### config.mk
export PLATFORM = sky130hd
export DESIGN_NAME = rcts_top
export DESIGN_NICKNAME = d
export VERILOG_FILES = /design/src/rcts_pkg.sv /design/src/rcts_top.sv /design/src/rcts_sync.sv /design/src/rcts_frac_div.sv
export VERILOG_INCLUDE_DIRS = /design/src
export SDC_FILE = /design/constraint.sdc
export NUM_CORES = 1
export LEC_CHECK = 0
export BUFFER_PORTS_ARGS = -buffer_cell sky130_fd_sc_hd__buf_2
export CORE_MARGIN = 5
export CORE_UTILIZATION = 45
export CTS_CLUSTER_DIAMETER = 150
export DETAILED_ROUTE_END_ITERATION = 12
export GPL_ROUTABILITY_DRIVEN = 0
export PLACE_DENSITY = 0.65
export RECOVER_POWER = 50
export SETUP_SLACK_MARGIN = 0.1
export SLEW_MARGIN = 10
export SYNTH_ARGS = -nofsm -noshare
export SYNTH_HDL_FRONTEND = slang
export SYNTH_SLANG_ARGS = --single-unit
### constraint.sdc
create_clock -name clk -period 4.4 [get_ports clk]
set_clock_uncertainty 0.2 [all_clocks]
set_input_delay 0.22 -clock clk [delete_from_list [all_inputs] [get_ports clk]]
set_output_delay 0.22 -clock clk [all_outputs]
set_load 0.05 [all_outputs]
### src/rcts_consts.svh
// register map, field positions, reset values and keys of the reference clock trim block
`ifndef RCTS_CONSTS_SVH
`define RCTS_CONSTS_SVH

`define RCTS_ADDR_W 8
`define RCTS_DATA_W 32
`define RCTS_OFF_CTRL 8'h00
`define RCTS_OFF_TRIM 8'h04
`define RCTS_OFF_STAT 8'h08
`define RCTS_OFF_TUNE 8'h0c
`define RCTS_OFF_KEY 8'h10

`define RCTS_DIV_HI 30
`define RCTS_DIV_LO 16
`define RCTS_DIV_W 15
`define RCTS_EN_BIT 15
`define RCTS_SWREQ_BIT 9
`define RCTS_ACT_BIT 8
`define RCTS_TRIM_HI 31
`define RCTS_TRIM_LO 23
`define RCTS_TRIM_W 9
`define RCTS_TUNE_HI 5
`define RCTS_TUNE_LO 0
`define RCTS_TUNE_W 6

`define RCTS_RDY_W 6
`define RCTS_ST_PLL 7
`define RCTS_ST_LOW_POWER_RC_OSCILLATOR 5
`define RCTS_ST_SEC 4
`define RCTS_ST_PRI 2
`define RCTS_ST_POST 1
`define RCTS_ST_FRC 0
`define RCTS_ST_USED 32'h000000b7

`define RCTS_KEY_OPEN_BIT 0
`define RCTS_KEY1 32'haa996655
`define RCTS_KEY2 32'h556699aa

`define RCTS_RESP_OKAY 2'b00
`define RCTS_RESP_SLVERR 2'b10
`define RCTS_ZERO32 32'h00000000
`define RCTS_DIV_RST 15'h0000
`define RCTS_TRIM_RST 9'h000
`define RCTS_TUNE_RST 6'h00

`endif

### src/rcts_pkg.sv
// types of the reference clock trim block
package rcts_pkg;

	typedef enum logic [1:0] {
		RCTS_SW_IDLE = 2'b00,
		RCTS_SW_LOAD = 2'b01,
		RCTS_SW_DONE = 2'b11
	} rcts_sw_e;

	typedef enum logic [1:0] {
		RCTS_LK_LOCKED = 2'b00,
		RCTS_LK_HALF = 2'b01,
		RCTS_LK_OPEN = 2'b11
	} rcts_lock_e;

endpackage : rcts_pkg

### src/rcts_top.sv
// reference clock trim, oscillator ready status and protected fast rc tuning
`timescale 1ns/1ps
`include "rcts_consts.svh"
module rcts_top
	import rcts_pkg::*;
(
	input wire logic clk,
	input wire logic rst_n,
	input wire logic [`RCTS_ADDR_W-1:0] awaddr,
	input wire logic [2:0] awprot,
	input wire logic awvalid,
	output logic awready,
	input wire logic [`RCTS_DATA_W-1:0] wdata,
	input wire logic [3:0] wstrb,
	input wire logic wvalid,
	output logic wready,
	output logic [1:0] bresp,
	output logic bvalid,
	input wire logic bready,
	input wire logic [`RCTS_ADDR_W-1:0] araddr,
	input wire logic [2:0] arprot,
	input wire logic arvalid,
	output logic arready,
	output logic [`RCTS_DATA_W-1:0] rdata,
	output logic [1:0] rresp,
	output logic rvalid,
	input wire logic rready,
	input wire logic pllLocked,
	input wire logic lowPowerRcReady,
	input wire logic secondaryOscReady,
	input wire logic primaryOscReady,
	input wire logic pllPostscalerReady,
	input wire logic fastRcReady,
	output logic refEnable,
	output logic refActive,
	output logic refClkOut,
	output logic refTick,
	output logic [`RCTS_TUNE_W-1:0] tuningCode
);
	logic awHeldQ, awHeldD, wHeldQ, wHeldD, bvalidQ, bvalidD, rvalidQ, rvalidD;
	logic [`RCTS_ADDR_W-1:0] awAddrQ, awAddrD, wrAddr;
	logic [`RCTS_DATA_W-1:0] wDataQ, wDataD, wrData, rdataQ, rdataD, merged, statusWord;
	logic [3:0] wStrbQ, wStrbD, wrStrb;
	logic [1:0] brespQ, brespD, rrespQ, rrespD;
	logic haveAw, haveW, doWrite, wrCtrl, wrTrim, wrTune, wrKey, swSetByWrite;
	logic [`RCTS_DIV_W-1:0] divPendQ, divPendD, divApplQ, divApplD;
	logic [`RCTS_TRIM_W-1:0] trimPendQ, trimPendD, trimApplQ, trimApplD;
	logic [`RCTS_TUNE_W-1:0] tuneQ, tuneD;
	logic enableQ, enableD, activeQ, activeD, swReqQ, swReqD;
	logic [`RCTS_DATA_W-1:0] statusQ, statusD;
	logic [`RCTS_RDY_W-1:0] rdyRaw, rdySync;
	rcts_sw_e swStateQ, swStateD;
	rcts_lock_e lockQ, lockD;

	// byte-lane merge of a write into the current register image
	function automatic logic [`RCTS_DATA_W-1:0] mergeBytes(
		input logic [`RCTS_DATA_W-1:0] oldVal,
		input logic [`RCTS_DATA_W-1:0] newVal,
		input logic [3:0] strb
	);
		logic [`RCTS_DATA_W-1:0] res;
		res = oldVal;
		for (int b = 0; b < 4; b++) begin
			if (strb[b]) begin
				res[b*8 +: 8] = newVal[b*8 +: 8];
			end
		end
		return res;
	endfunction : mergeBytes

	assign rdyRaw = {pllLocked, lowPowerRcReady, secondaryOscReady, primaryOscReady,
		pllPostscalerReady, fastRcReady};

	rcts_sync u_sync (
		.clk(clk),
		.rst_n(rst_n),
		.asyncIn(rdyRaw),
		.syncOut(rdySync)
	);

	always_comb begin
		statusD = `RCTS_ZERO32;
		statusD[`RCTS_ST_PLL] = rdySync[5];
		statusD[`RCTS_ST_LOW_POWER_RC_OSCILLATOR] = rdySync[4];
		statusD[`RCTS_ST_SEC] = rdySync[3];
		statusD[`RCTS_ST_PRI] = rdySync[2];
		statusD[`RCTS_ST_POST] = rdySync[1];
		statusD[`RCTS_ST_FRC] = rdySync[0];
	end

	assign statusWord = statusQ & `RCTS_ST_USED;

	// write channel: address and data may arrive in either order
	assign awready = !awHeldQ && !bvalidQ;
	assign wready = !wHeldQ && !bvalidQ;
	assign haveAw = awHeldQ || (awvalid && awready);
	assign haveW = wHeldQ || (wvalid && wready);
	assign doWrite = haveAw && haveW;
	assign wrAddr = awHeldQ ? awAddrQ : awaddr;
	assign wrData = wHeldQ ? wDataQ : wdata;
	assign wrStrb = wHeldQ ? wStrbQ : wstrb;
	assign wrCtrl = doWrite && (wrAddr == `RCTS_OFF_CTRL);
	assign wrTrim = doWrite && (wrAddr == `RCTS_OFF_TRIM);
	assign wrTune = doWrite && (wrAddr == `RCTS_OFF_TUNE);
	assign wrKey = doWrite && (wrAddr == `RCTS_OFF_KEY);

	always_comb begin
		awHeldD = awHeldQ;
		awAddrD = awAddrQ;
		wHeldD = wHeldQ;
		wDataD = wDataQ;
		wStrbD = wStrbQ;
		bvalidD = bvalidQ;
		brespD = brespQ;
		merged = `RCTS_ZERO32;
		if (bvalidQ && bready) begin
			bvalidD = 1'b0;
		end
		if (doWrite) begin
			awHeldD = 1'b0;
			wHeldD = 1'b0;
			bvalidD = 1'b1;
			brespD = `RCTS_RESP_OKAY;
			if (wrAddr == `RCTS_OFF_CTRL) begin
				merged = {1'b0, divPendQ, enableQ, 5'h00, swReqQ, activeQ, 8'h00};
			end else if (wrAddr == `RCTS_OFF_TRIM) begin
				merged = {trimPendQ, 23'h000000};
			end else if (wrAddr == `RCTS_OFF_TUNE) begin
				merged = {26'h0000000, tuneQ};
			end else if (wrAddr == `RCTS_OFF_KEY || wrAddr == `RCTS_OFF_STAT) begin
				merged = `RCTS_ZERO32;
			end else begin
				brespD = `RCTS_RESP_SLVERR;
			end
			merged = mergeBytes(merged, wrData, wrStrb);
		end else begin
			if (awvalid && awready) begin
				awHeldD = 1'b1;
				awAddrD = awaddr;
			end
			if (wvalid && wready) begin
				wHeldD = 1'b1;
				wDataD = wdata;
				wStrbD = wstrb;
			end
		end
	end

	// reference control, trim and divider switch sequencing
	assign swSetByWrite = wrCtrl && merged[`RCTS_SWREQ_BIT];

	always_comb begin
		divPendD = divPendQ;
		trimPendD = trimPendQ;
		enableD = enableQ;
		swReqD = swReqQ;
		swStateD = swStateQ;
		activeD = enableQ;
		if (wrCtrl) begin
			divPendD = merged[`RCTS_DIV_HI:`RCTS_DIV_LO];
			enableD = merged[`RCTS_EN_BIT];
		end
		if (wrTrim) begin
			trimPendD = merged[`RCTS_TRIM_HI:`RCTS_TRIM_LO];
		end
		case (swStateQ)
			RCTS_SW_IDLE: begin
				if (swReqQ) begin
					swStateD = RCTS_SW_LOAD;
				end
			end
			RCTS_SW_LOAD: begin
				swStateD = RCTS_SW_DONE;
			end
			RCTS_SW_DONE: begin
				swReqD = 1'b0;
				swStateD = RCTS_SW_IDLE;
			end
			default: begin
				swStateD = RCTS_SW_IDLE;
			end
		endcase
		// a new request in the completing cycle must not be lost
		if (swSetByWrite) begin
			swReqD = 1'b1;
		end
	end

	always_comb begin
		divApplD = divApplQ;
		trimApplD = trimApplQ;
		if (!enableQ) begin
			divApplD = divPendD;
			trimApplD = trimPendD;
		end else if (swStateQ == RCTS_SW_LOAD) begin
			divApplD = divPendQ;
			trimApplD = trimPendQ;
		end
	end

	// write protection: two keys in a row open, any other key value closes
	always_comb begin
		lockD = lockQ;
		tuneD = tuneQ;
		if (wrKey) begin
			if (merged == `RCTS_KEY1) begin
				lockD = RCTS_LK_HALF;
			end else if (merged == `RCTS_KEY2 && lockQ == RCTS_LK_HALF) begin
				lockD = RCTS_LK_OPEN;
			end else begin
				lockD = RCTS_LK_LOCKED;
			end
		end
		if (wrTune && lockQ == RCTS_LK_OPEN) begin
			tuneD = merged[`RCTS_TUNE_HI:`RCTS_TUNE_LO];
		end
	end

	// read channel, one cycle answer
	assign arready = !rvalidQ;

	always_comb begin
		rvalidD = rvalidQ;
		rdataD = rdataQ;
		rrespD = rrespQ;
		if (rvalidQ && rready) begin
			rvalidD = 1'b0;
		end
		if (arvalid && arready) begin
			rvalidD = 1'b1;
			rrespD = `RCTS_RESP_OKAY;
			if (araddr == `RCTS_OFF_CTRL) begin
				// active shows whether the enable has been taken; software compares it
				rdataD = {1'b0, divPendQ, enableQ, 5'h00, swReqQ, activeQ, 8'h00};
			end else if (araddr == `RCTS_OFF_TRIM) begin
				rdataD = {trimPendQ, 23'h000000};
			end else if (araddr == `RCTS_OFF_STAT) begin
				rdataD = statusWord;
			end else if (araddr == `RCTS_OFF_TUNE) begin
				rdataD = {26'h0000000, tuneQ};
			end else if (araddr == `RCTS_OFF_KEY) begin
				rdataD = `RCTS_ZERO32;
				rdataD[`RCTS_KEY_OPEN_BIT] = (lockQ == RCTS_LK_OPEN);
			end else begin
				rdataD = `RCTS_ZERO32;
				rrespD = `RCTS_RESP_SLVERR;
			end
		end
	end

	always_ff @(posedge clk or negedge rst_n) begin
		if (!rst_n) begin
			awHeldQ <= 1'b0;
			awAddrQ <= '0;
			wHeldQ <= 1'b0;
			wDataQ <= `RCTS_ZERO32;
			wStrbQ <= 4'h0;
			bvalidQ <= 1'b0;
			brespQ <= `RCTS_RESP_OKAY;
			rvalidQ <= 1'b0;
			rdataQ <= `RCTS_ZERO32;
			rrespQ <= `RCTS_RESP_OKAY;
			divPendQ <= `RCTS_DIV_RST;
			divApplQ <= `RCTS_DIV_RST;
			trimPendQ <= `RCTS_TRIM_RST;
			trimApplQ <= `RCTS_TRIM_RST;
			enableQ <= 1'b0;
			activeQ <= 1'b0;
			swReqQ <= 1'b0;
			swStateQ <= RCTS_SW_IDLE;
			lockQ <= RCTS_LK_LOCKED;
			tuneQ <= `RCTS_TUNE_RST;
			statusQ <= `RCTS_ZERO32;
		end else begin
			awHeldQ <= awHeldD;
			awAddrQ <= awAddrD;
			wHeldQ <= wHeldD;
			wDataQ <= wDataD;
			wStrbQ <= wStrbD;
			bvalidQ <= bvalidD;
			brespQ <= brespD;
			rvalidQ <= rvalidD;
			rdataQ <= rdataD;
			rrespQ <= rrespD;
			divPendQ <= divPendD;
			divApplQ <= divApplD;
			trimPendQ <= trimPendD;
			trimApplQ <= trimApplD;
			enableQ <= enableD;
			activeQ <= activeD;
			swReqQ <= swReqD;
			swStateQ <= swStateD;
			lockQ <= lockD;
			tuneQ <= tuneD;
			statusQ <= statusD;
		end
	end

	rcts_frac_div u_div (
		.clk(clk),
		.rst_n(rst_n),
		.run(activeQ),
		.divider(divApplQ),
		.trim(trimApplQ),
		.refClkOut(refClkOut),
		.refTick(refTick)
	);

	assign bvalid = bvalidQ;
	assign bresp = brespQ;
	assign rvalid = rvalidQ;
	assign rdata = rdataQ;
	assign rresp = rrespQ;
	assign refEnable = enableQ;
	assign refActive = activeQ;
	assign tuningCode = tuneQ;
endmodule : rcts_top

### src/rcts_sync.sv
// two-flop synchronisers for the oscillator ready inputs
`timescale 1ns/1ps
`include "rcts_consts.svh"
module rcts_sync (
	input wire logic clk,
	input wire logic rst_n,
	input wire logic [`RCTS_RDY_W-1:0] asyncIn,
	output logic [`RCTS_RDY_W-1:0] syncOut
);
	logic [`RCTS_RDY_W-1:0] metaQ;

	genvar i;
	generate
		for (i = 0; i < `RCTS_RDY_W; i++) begin : g_bit
			always_ff @(posedge clk or negedge rst_n) begin
				if (!rst_n) begin
					metaQ[i] <= 1'b0;
					syncOut[i] <= 1'b0;
				end else begin
					metaQ[i] <= asyncIn[i];
					syncOut[i] <= metaQ[i];
				end
			end
		end
	endgenerate
endmodule : rcts_sync

### src/rcts_frac_div.sv
// fractional reference divider: half period of divider plus trim/512 cycles, one cycle when divider is zero
`timescale 1ns/1ps
`include "rcts_consts.svh"
module rcts_frac_div (
	input wire logic clk,
	input wire logic rst_n,
	input wire logic run,
	input wire logic [`RCTS_DIV_W-1:0] divider,
	input wire logic [`RCTS_TRIM_W-1:0] trim,
	output logic refClkOut,
	output logic refTick
);
	logic [`RCTS_DIV_W-1:0] cntQ, cntD, lastCnt;
	logic [`RCTS_TRIM_W-1:0] accQ, accD;
	logic extraQ, extraD, outQ, outD, tickQ, tickD;
	logic [`RCTS_TRIM_W:0] sum;

	always_comb begin
		cntD = cntQ;
		accD = accQ;
		extraD = extraQ;
		outD = outQ;
		tickD = 1'b0;
		// a carry out of the accumulator stretches the next half period by one cycle
		lastCnt = divider - `RCTS_DIV_W'(1) + `RCTS_DIV_W'(extraQ);
		sum = {1'b0, accQ} + {1'b0, trim};
		if (!run) begin
			cntD = `RCTS_DIV_RST;
			accD = `RCTS_TRIM_RST;
			extraD = 1'b0;
			outD = 1'b0;
		end else if (divider == `RCTS_DIV_RST) begin
			// no division: every source edge is an output edge, trim unused
			cntD = `RCTS_DIV_RST;
			accD = `RCTS_TRIM_RST;
			extraD = 1'b0;
			outD = !outQ;
			tickD = 1'b1;
		end else if (cntQ >= lastCnt) begin
			cntD = `RCTS_DIV_RST;
			accD = sum[`RCTS_TRIM_W-1:0];
			extraD = sum[`RCTS_TRIM_W];
			outD = !outQ;
			tickD = 1'b1;
		end else begin
			cntD = cntQ + `RCTS_DIV_W'(1);
		end
	end

	always_ff @(posedge clk or negedge rst_n) begin
		if (!rst_n) begin
			cntQ <= `RCTS_DIV_RST;
			accQ <= `RCTS_TRIM_RST;
			extraQ <= 1'b0;
			outQ <= 1'b0;
			tickQ <= 1'b0;
		end else begin
			cntQ <= cntD;
			accQ <= accD;
			extraQ <= extraD;
			outQ <= outD;
			tickQ <= tickD;
		end
	end

	assign refClkOut = outQ;
	assign refTick = tickQ;
endmodule : rcts_frac_div

* Word level (Yosys, flattened, before mapping) *
Cells that the tools add are included.

word-level totals
  bits of input ports = 71
  word-level logic and storage cells = 155
  register bits = 190
  output and inout bits = 51

operators by class
  reduce and logical (&&, ||, !) cells = 34
  $add $sub $neg = 4
  mux-type cells = 60
  order comparisons = 1
  equality and inequality tests = 17
  bitwise logic cells = 1

operators with widths
  operator               count
  $mux 32                6
  $mux 15                6
  $mux 9                 6
  $mux 8                 6
  $eq 32x31->1 const B   1
  $eq 32x32->1 const B   1
  $eq 8x4->1 const B     4
  $mux 2                 12
  $mux 1                 20
  $eq 8x3->1 const B     2
  $eq 8x5->1 const B     2
  $logic_not 8->1        2
  $add 15x1->15          1
  $add 15x1->15 const B  1
  $ge 15x15->1           1
  $logic_and 1x1->1      15
  $logic_not 15->1       1
  $sub 15x1->15 const B  1
  $mux 6                 2
  $add 9x9->10           1
  $reduce_bool 2->1      5
  $logic_not 1->1        5
  $eq 2x1->1 const B     2
  $eq 2x2->1 const B     2
  9 further kinds        12

* Depth between registers and ports, before layout *
  word-level depth = 11
  depth in mapped cells = 17
  gate-level depth less buffers = 15

* Cells and area by module *
A second synthesis with hierarchy kept.

unflattened totals
  cell total of the unflattened synthesis = 900
  area total of the unflattened synthesis = 9,322.7 um^2

by module, submodules not included
  module         sequential area each (um^2)  area an instance (um^2)  instances  cells an instance
  rcts_top       3,578.4                      6,931.6                  1          661
  rcts_frac_div  675.6                        2,090.8                  1          227
  rcts_sync      300.3                        300.3                    1          12

* Worst setup path after synthesis *
OpenSTA, ideal clock, no wires.

  path type = reg-to-reg
  from = reg divApplQ[2]
  to = reg u_div.cntQ[10]
  stages on the path, launching flop included = 17
  period minus slack after synthesis = 3,753 ps
  data arrival time = 3,482 ps
  required time = 4,129 ps
  buffers on the path = 2
  path slack = 647 ps
  library setup time = 71 ps
  cell sequence = dfrtp_1 > or4_1 > nor3_1 > nand2_1 > nor3_1 > xnor2_1 > ha_1 > nand4_1 > nor2_1 > a41oi_1 > a21oi_1 > a211oi_1 > o211ai_1 > or2_2 > clkbuf_1 > buf_2 > nor2_1

on the way
  cells in the longest elaborated chain, start to end = 6
  elaborated cells between the ends (all ways) = 7
  classes of those cells = add/sub (2); order compare (1); mux (3); reduce/logical (1)

ends and longest elaborated chain
  item                      RTL line             source
  start: declaration        rcts_top.sv:46       logic [`RCTS_DIV_W-1:0] divPendQ, divPendD, divApplQ, divApplD;
  start signal: assignment  rcts_top.sv:264      divApplQ <= `RCTS_DIV_RST;
  start signal: assignment  rcts_top.sv:286      divApplQ <= divApplD;
  $sub 15x1->15             rcts_frac_div.sv:25  lastCnt = divider - `RCTS_DIV_W'(1) + `RCTS_DIV_W'(extraQ);
  $add 15x1->15             rcts_frac_div.sv:25
  $ge 15x15->1              rcts_frac_div.sv:39  end else if (cntQ >= lastCnt) begin
  $mux 15                   rcts_frac_div.sv:39
  $mux 15 (*)               rcts_frac_div.sv:32  end else if (divider == `RCTS_DIV_RST) begin
  $mux 15 (*)               rcts_frac_div.sv:27  if (!run) begin
  net u_div.cntD[10]        rcts_frac_div.sv:13  logic [`RCTS_DIV_W-1:0] cntQ, cntD, lastCnt;
  end signal: assignment    rcts_frac_div.sv:52  cntQ <= `RCTS_DIV_RST;
  end signal: assignment    rcts_frac_div.sv:58  cntQ <= cntD;
  end: declaration          rcts_frac_div.sv:13

The timed path passes the listed nets; every way through them passes the cells marked *.
A chain may end at the register's enable or synchronous reset.

* Final worst setup path *
  from = reg divApplQ[2]
  to = reg u_div.extraQ

on the way
  cells in the longest elaborated chain, start to end = 4
  elaborated cells between the ends (all ways) = 7
  classes of those cells = add/sub (2); order compare (1); eq/ne (1); mux (2); reduce/logical (1)

ends and longest elaborated chain
  item                         RTL line             source
  $sub 15x1->15                rcts_frac_div.sv:25
  $add 15x1->15                rcts_frac_div.sv:25
  $ge 15x15->1                 rcts_frac_div.sv:39
  $ne 3x1->1 (no source line)  --
  end signal: assignment       rcts_frac_div.sv:60  extraQ <= extraD;
  end: declaration             rcts_frac_div.sv:15  logic extraQ, extraD, outQ, outD, tickQ, tickD;

Several ways; a longest one is shown, not always the timed one.

==> summary.txt <==
Place
  – Pre-CTS setup slack: 0.332 ns
  – Placed Area: 9910 um^2
  – PortBufs: 107
  – Hpwl dp: 16.4 mm

Clock network
  – Skew-Pair Late Insertion Delay: 0.43 ns
  – H-tree levels: 4
  – Worst-path clk slew: 0.07 ns
  – Sink Count: 182
  – Post CTS Setup Buffer Count: 0
  – TritonCTS clock tree: done
  – Clock Tree Buf Depth: 2
  – Root buf cell: clkbuf_16
  – CTS Buf Count: 17

Cells and area
  – Diode count: 0
  – Util after Layout: 55.0%
  – # fillers: 1781
  – Most frequent cells in the layout: dfrtp_1 (181), nand2_1 (109), nor2_1 (75)
  – Layout Nets: 1134
  – Final Cell Area: 11100 um^2
  – Commonest non-fill, non-tap cell in the layout: dfrtp_1
  – Layout cell share with drive strength beyond 1: 16.8%
  – Layout area overhead: 20.7%

Setup path
  – Critical path type: flip-flop to flip-flop
  – Startpoint type of the worst setup path: flip-flop
  – CP endpoint: u_div.extraQ
  – CP startpoint: divApplQ[2]
  – CP Capture Type: flip-flop
  – Crit path DAT: 4.07 ns
  – R2r endpoint: u_div.extraQ
  – Reg2Reg Setup Slack: 0.48 ns
  – Start of the worst register-to-register path: divApplQ[2]
  – Reg2Reg Depth: 14
  – CP Data Required Time: 4.55 ns
  – CP max FO: 15

Timing
  – RSZ-0062 raised after global routing: false
  – Final Hold Fails: 0
  – Worst-Margin Slew: 2.37 ns
  – # setup viols final: 0
  – Final WS setup: 0.476 ns
  – Fin crit share: 89.2%
  – Fmax: 0.255 GHz
  – Setup TNS: 0 ns
  – Final Critical Period: 3.92 ns
  – Slew headroom: -58.1%
  – Max-slew violations: 151

Global route
  – Largest net degree at the start of global routing: 99
  – Met3 Track Usage GR: 4.52%
  – Grt peak-use layer: met2
  – Met1 usage: 28.8%
  – GRT Util Overall: 20.4%
  – Vias in the first global route: 7161
  – Antenna violations before repair: 0
  – Overflow after GRT: 0
  – First-pass GRT wire length: 38.5 mm
  – Met2 Track Usage GR: 32.1%

Detailed routing
  – Drt pass-1 iters: 5
  – First DRT Iteration DRCs: 423
  – Drt drc: 0
  – Routed vias: 7258
  – Routed wire per std cell: 17.5 um
  – Vias/cell: 5.51
  – Remaining antenna violation count: 0
  – Drt total wl: 23.1 mm

Pwr
  – Peak supply drop: 312 uV
  – Total power: 0.00543 W
  – Leakage: 4.85 nW
  – Pwr/cell area: 491 nW/um^2

Synth
  – Mapped Cells: 878
  – Sequential element share of the synthesized area: 49.7%
  – Warnings from Yosys: 0
  – Syn Area/Cell: 10.4 um^2
  – Post-synth EDFFs: 0
  – Mapped Area: 9160 um^2
  – Seq cells post-synth: 182
  – Most used DFF post-synth: dfrtp_1
  – Yosys cell types: 67
  – FFs w/ async S/R, synth: 100%

Status
  – Violated checks: max-capacitance violations, max-slew violations
  – Outcome: finished, violations left

Floorplan
  – Starting density of the core: 45.5%
  – Row Count: 52
  – I/O pin cnt: 122
  – Core area: 20100 um^2
  – Die ar.: 23300 um^2
  – Die W: 153 um
  – Chip height: 153 um

Hold path
  – Class of the worst hold path: primary input to flip-flop

Flow run
  – Max Cap Viol: 2
==> layout make-up <==
class / instances / area, um^2 / area share [%]
flip-flops and latches: 182 / 4560 / 41.2
multi-input cells: 635 / 4310 / 39.0
repair buffers: 180 / 1170 / 10.6
clock buffers: 18 / 439 / 3.97
well taps: 270 / 338 / 3.06
clock inverters: 14 / 166 / 1.51
inverters: 19 / 71.3 / 0.645
==> metrics by stage <==
| stage | hold WS, ns | std cells |
|---|---|---|
| 4_1_cts | 0.00149 | 1318 |
| 5_1_grt | 0.0496 | 1318 |
| 3_3_place_gp | 0.129 | 1226 |
| 2_1_floorplan | -0.276 | 885 |
| 6_report | 0.0199 | 1318 |
| 3_5_place_dp | 0.130 | 1226 |
==> sequential cells by signal, summed over array words and instances (netlist names), 2 cells and up <==
register	flops
u_sync.metaQ	6
rdata	26
awAddrQ	8
u_div.cntQ	15
u_div.accQ	9
wDataQ	32
wStrbQ	4
lockQ	2
swStateQ	2
tuningCode	6
trimApplQ	9
divApplQ	15
trimPendQ	9
u_sync.syncOut	6
statusQ	6
divPendQ	15
==> critical path, stage by stage (launching register included) <==
cell,delay [ns]
dfrtp_1,0.44
or4_1,0.60
nor3_2,0.22
nand2_1,0.15
nor3_1,0.20
xnor2_1,0.16
ha_1,0.27
nand4_1,0.12
nor2_1,0.06
a41oi_1,0.20
a21oi_1,0.09
a211oi_1,0.22
o211ai_1,0.24
or2_2,0.48
o22ai_1,0.20
==> synthesized netlist by cell type (2+ instances only) <==
master / count / area share, %
or4_1: 2 / 0.16
o31a_1: 2 / 0.19
nor2_1: 75 / 3.1
buf_1: 3 / 0.12
o21a_1: 9 / 0.74
buf_4: 11 / 0.90
a21o_1: 4 / 0.33
a22o_1: 31 / 3.0
mux2_2: 51 / 6.3
nor4b_1: 6 / 0.57
nor4_1: 16 / 1.1
nor3_1: 20 / 1.1
nand4b_1: 2 / 0.19
o21bai_1: 2 / 0.16
nand3_1: 20 / 1.1
xor2_1: 11 / 1.1
xnor2_1: 21 / 2.0
a211oi_1: 7 / 0.57
o21ai_0: 48 / 2.6
a41oi_1: 6 / 0.57
dfrtp_1: 182 / 50
and4b_1: 2 / 0.22
ha_1: 27 / 3.7
and3_1: 8 / 0.55
nand4_1: 12 / 0.82
mux2i_1: 42 / 4.6
a31oi_1: 26 / 1.8
nand3b_1: 2 / 0.16
inv_1: 18 / 0.74
o22ai_1: 3 / 0.20
buf_6: 2 / 0.25
o31ai_1: 2 / 0.16
clkbuf_1: 25 / 1.0
nor2b_1: 5 / 0.34
a21oi_1: 14 / 0.77
and2_1: 4 / 0.27
nand2_1: 109 / 4.5
a221oi_1: 6 / 0.57
o32ai_1: 3 / 0.29
or3_1: 2 / 0.14
buf_2: 8 / 0.44
nand2b_1: 4 / 0.27
==> power by group <==
group | leakage (nW) | switching [W] | internal, W
clock | 0.300 | 0.000699 | 0.000872
combinational | 2.17 | 0.000913 | 0.000692
sequential | 2.38 | 0.000262 | 0.00199
==> cell families (layout without fill, tap and decap cells) <==
family	Yosys count	after routing	synth area share [%]
AND/OR/NAND/NOR	300	300	15.7
XOR/XNOR	32	32	3.06
other	1	8	0.0410
flip-flops	182	182	49.7
adder cells (fa/ha/maj)	28	28	3.91
multiplexers	93	93	10.9
AO/OA/AOI/OAI	174	174	13.2
buffers and inverters	68	231	3.51
==> worst min-delay path by stage <==
| stage | endpoint | startpoint | cells past startpoint |
|---|---|---|---|
| after floorplan | awAddrQ[0] | rst_n | 0 |
| after global placement | u_sync.metaQ[1] | pllPostscalerReady | 1 |
| after detailed placement | u_sync.metaQ[1] | pllPostscalerReady | 1 |
| after CTS | rresp[1] | araddr[7] | 4 |
| after global routing | rdata[1] | araddr[3] | 3 |
| final | rresp[1] | araddr[4] | 4 |
==> timing repair <==
item,CTS,global route
hold buffers,60,0
endpoints found under the hold margin,151,0
gates resized for setup,0,1
setup endpoints to repair,0,3
==> per-layer routing <==
metal / wire length (um) / vias up / part of all wire, %
li1: - / 3486 / -
met1: 10600 / 3554 / 46
met2: 10900 / 198 / 47
met3: 1230 / 20 / 5.3
met4: 299 / 0 / 1.3
met5: 0 / - / 0
No activity file was read; power rests on OpenSTA's default activity.
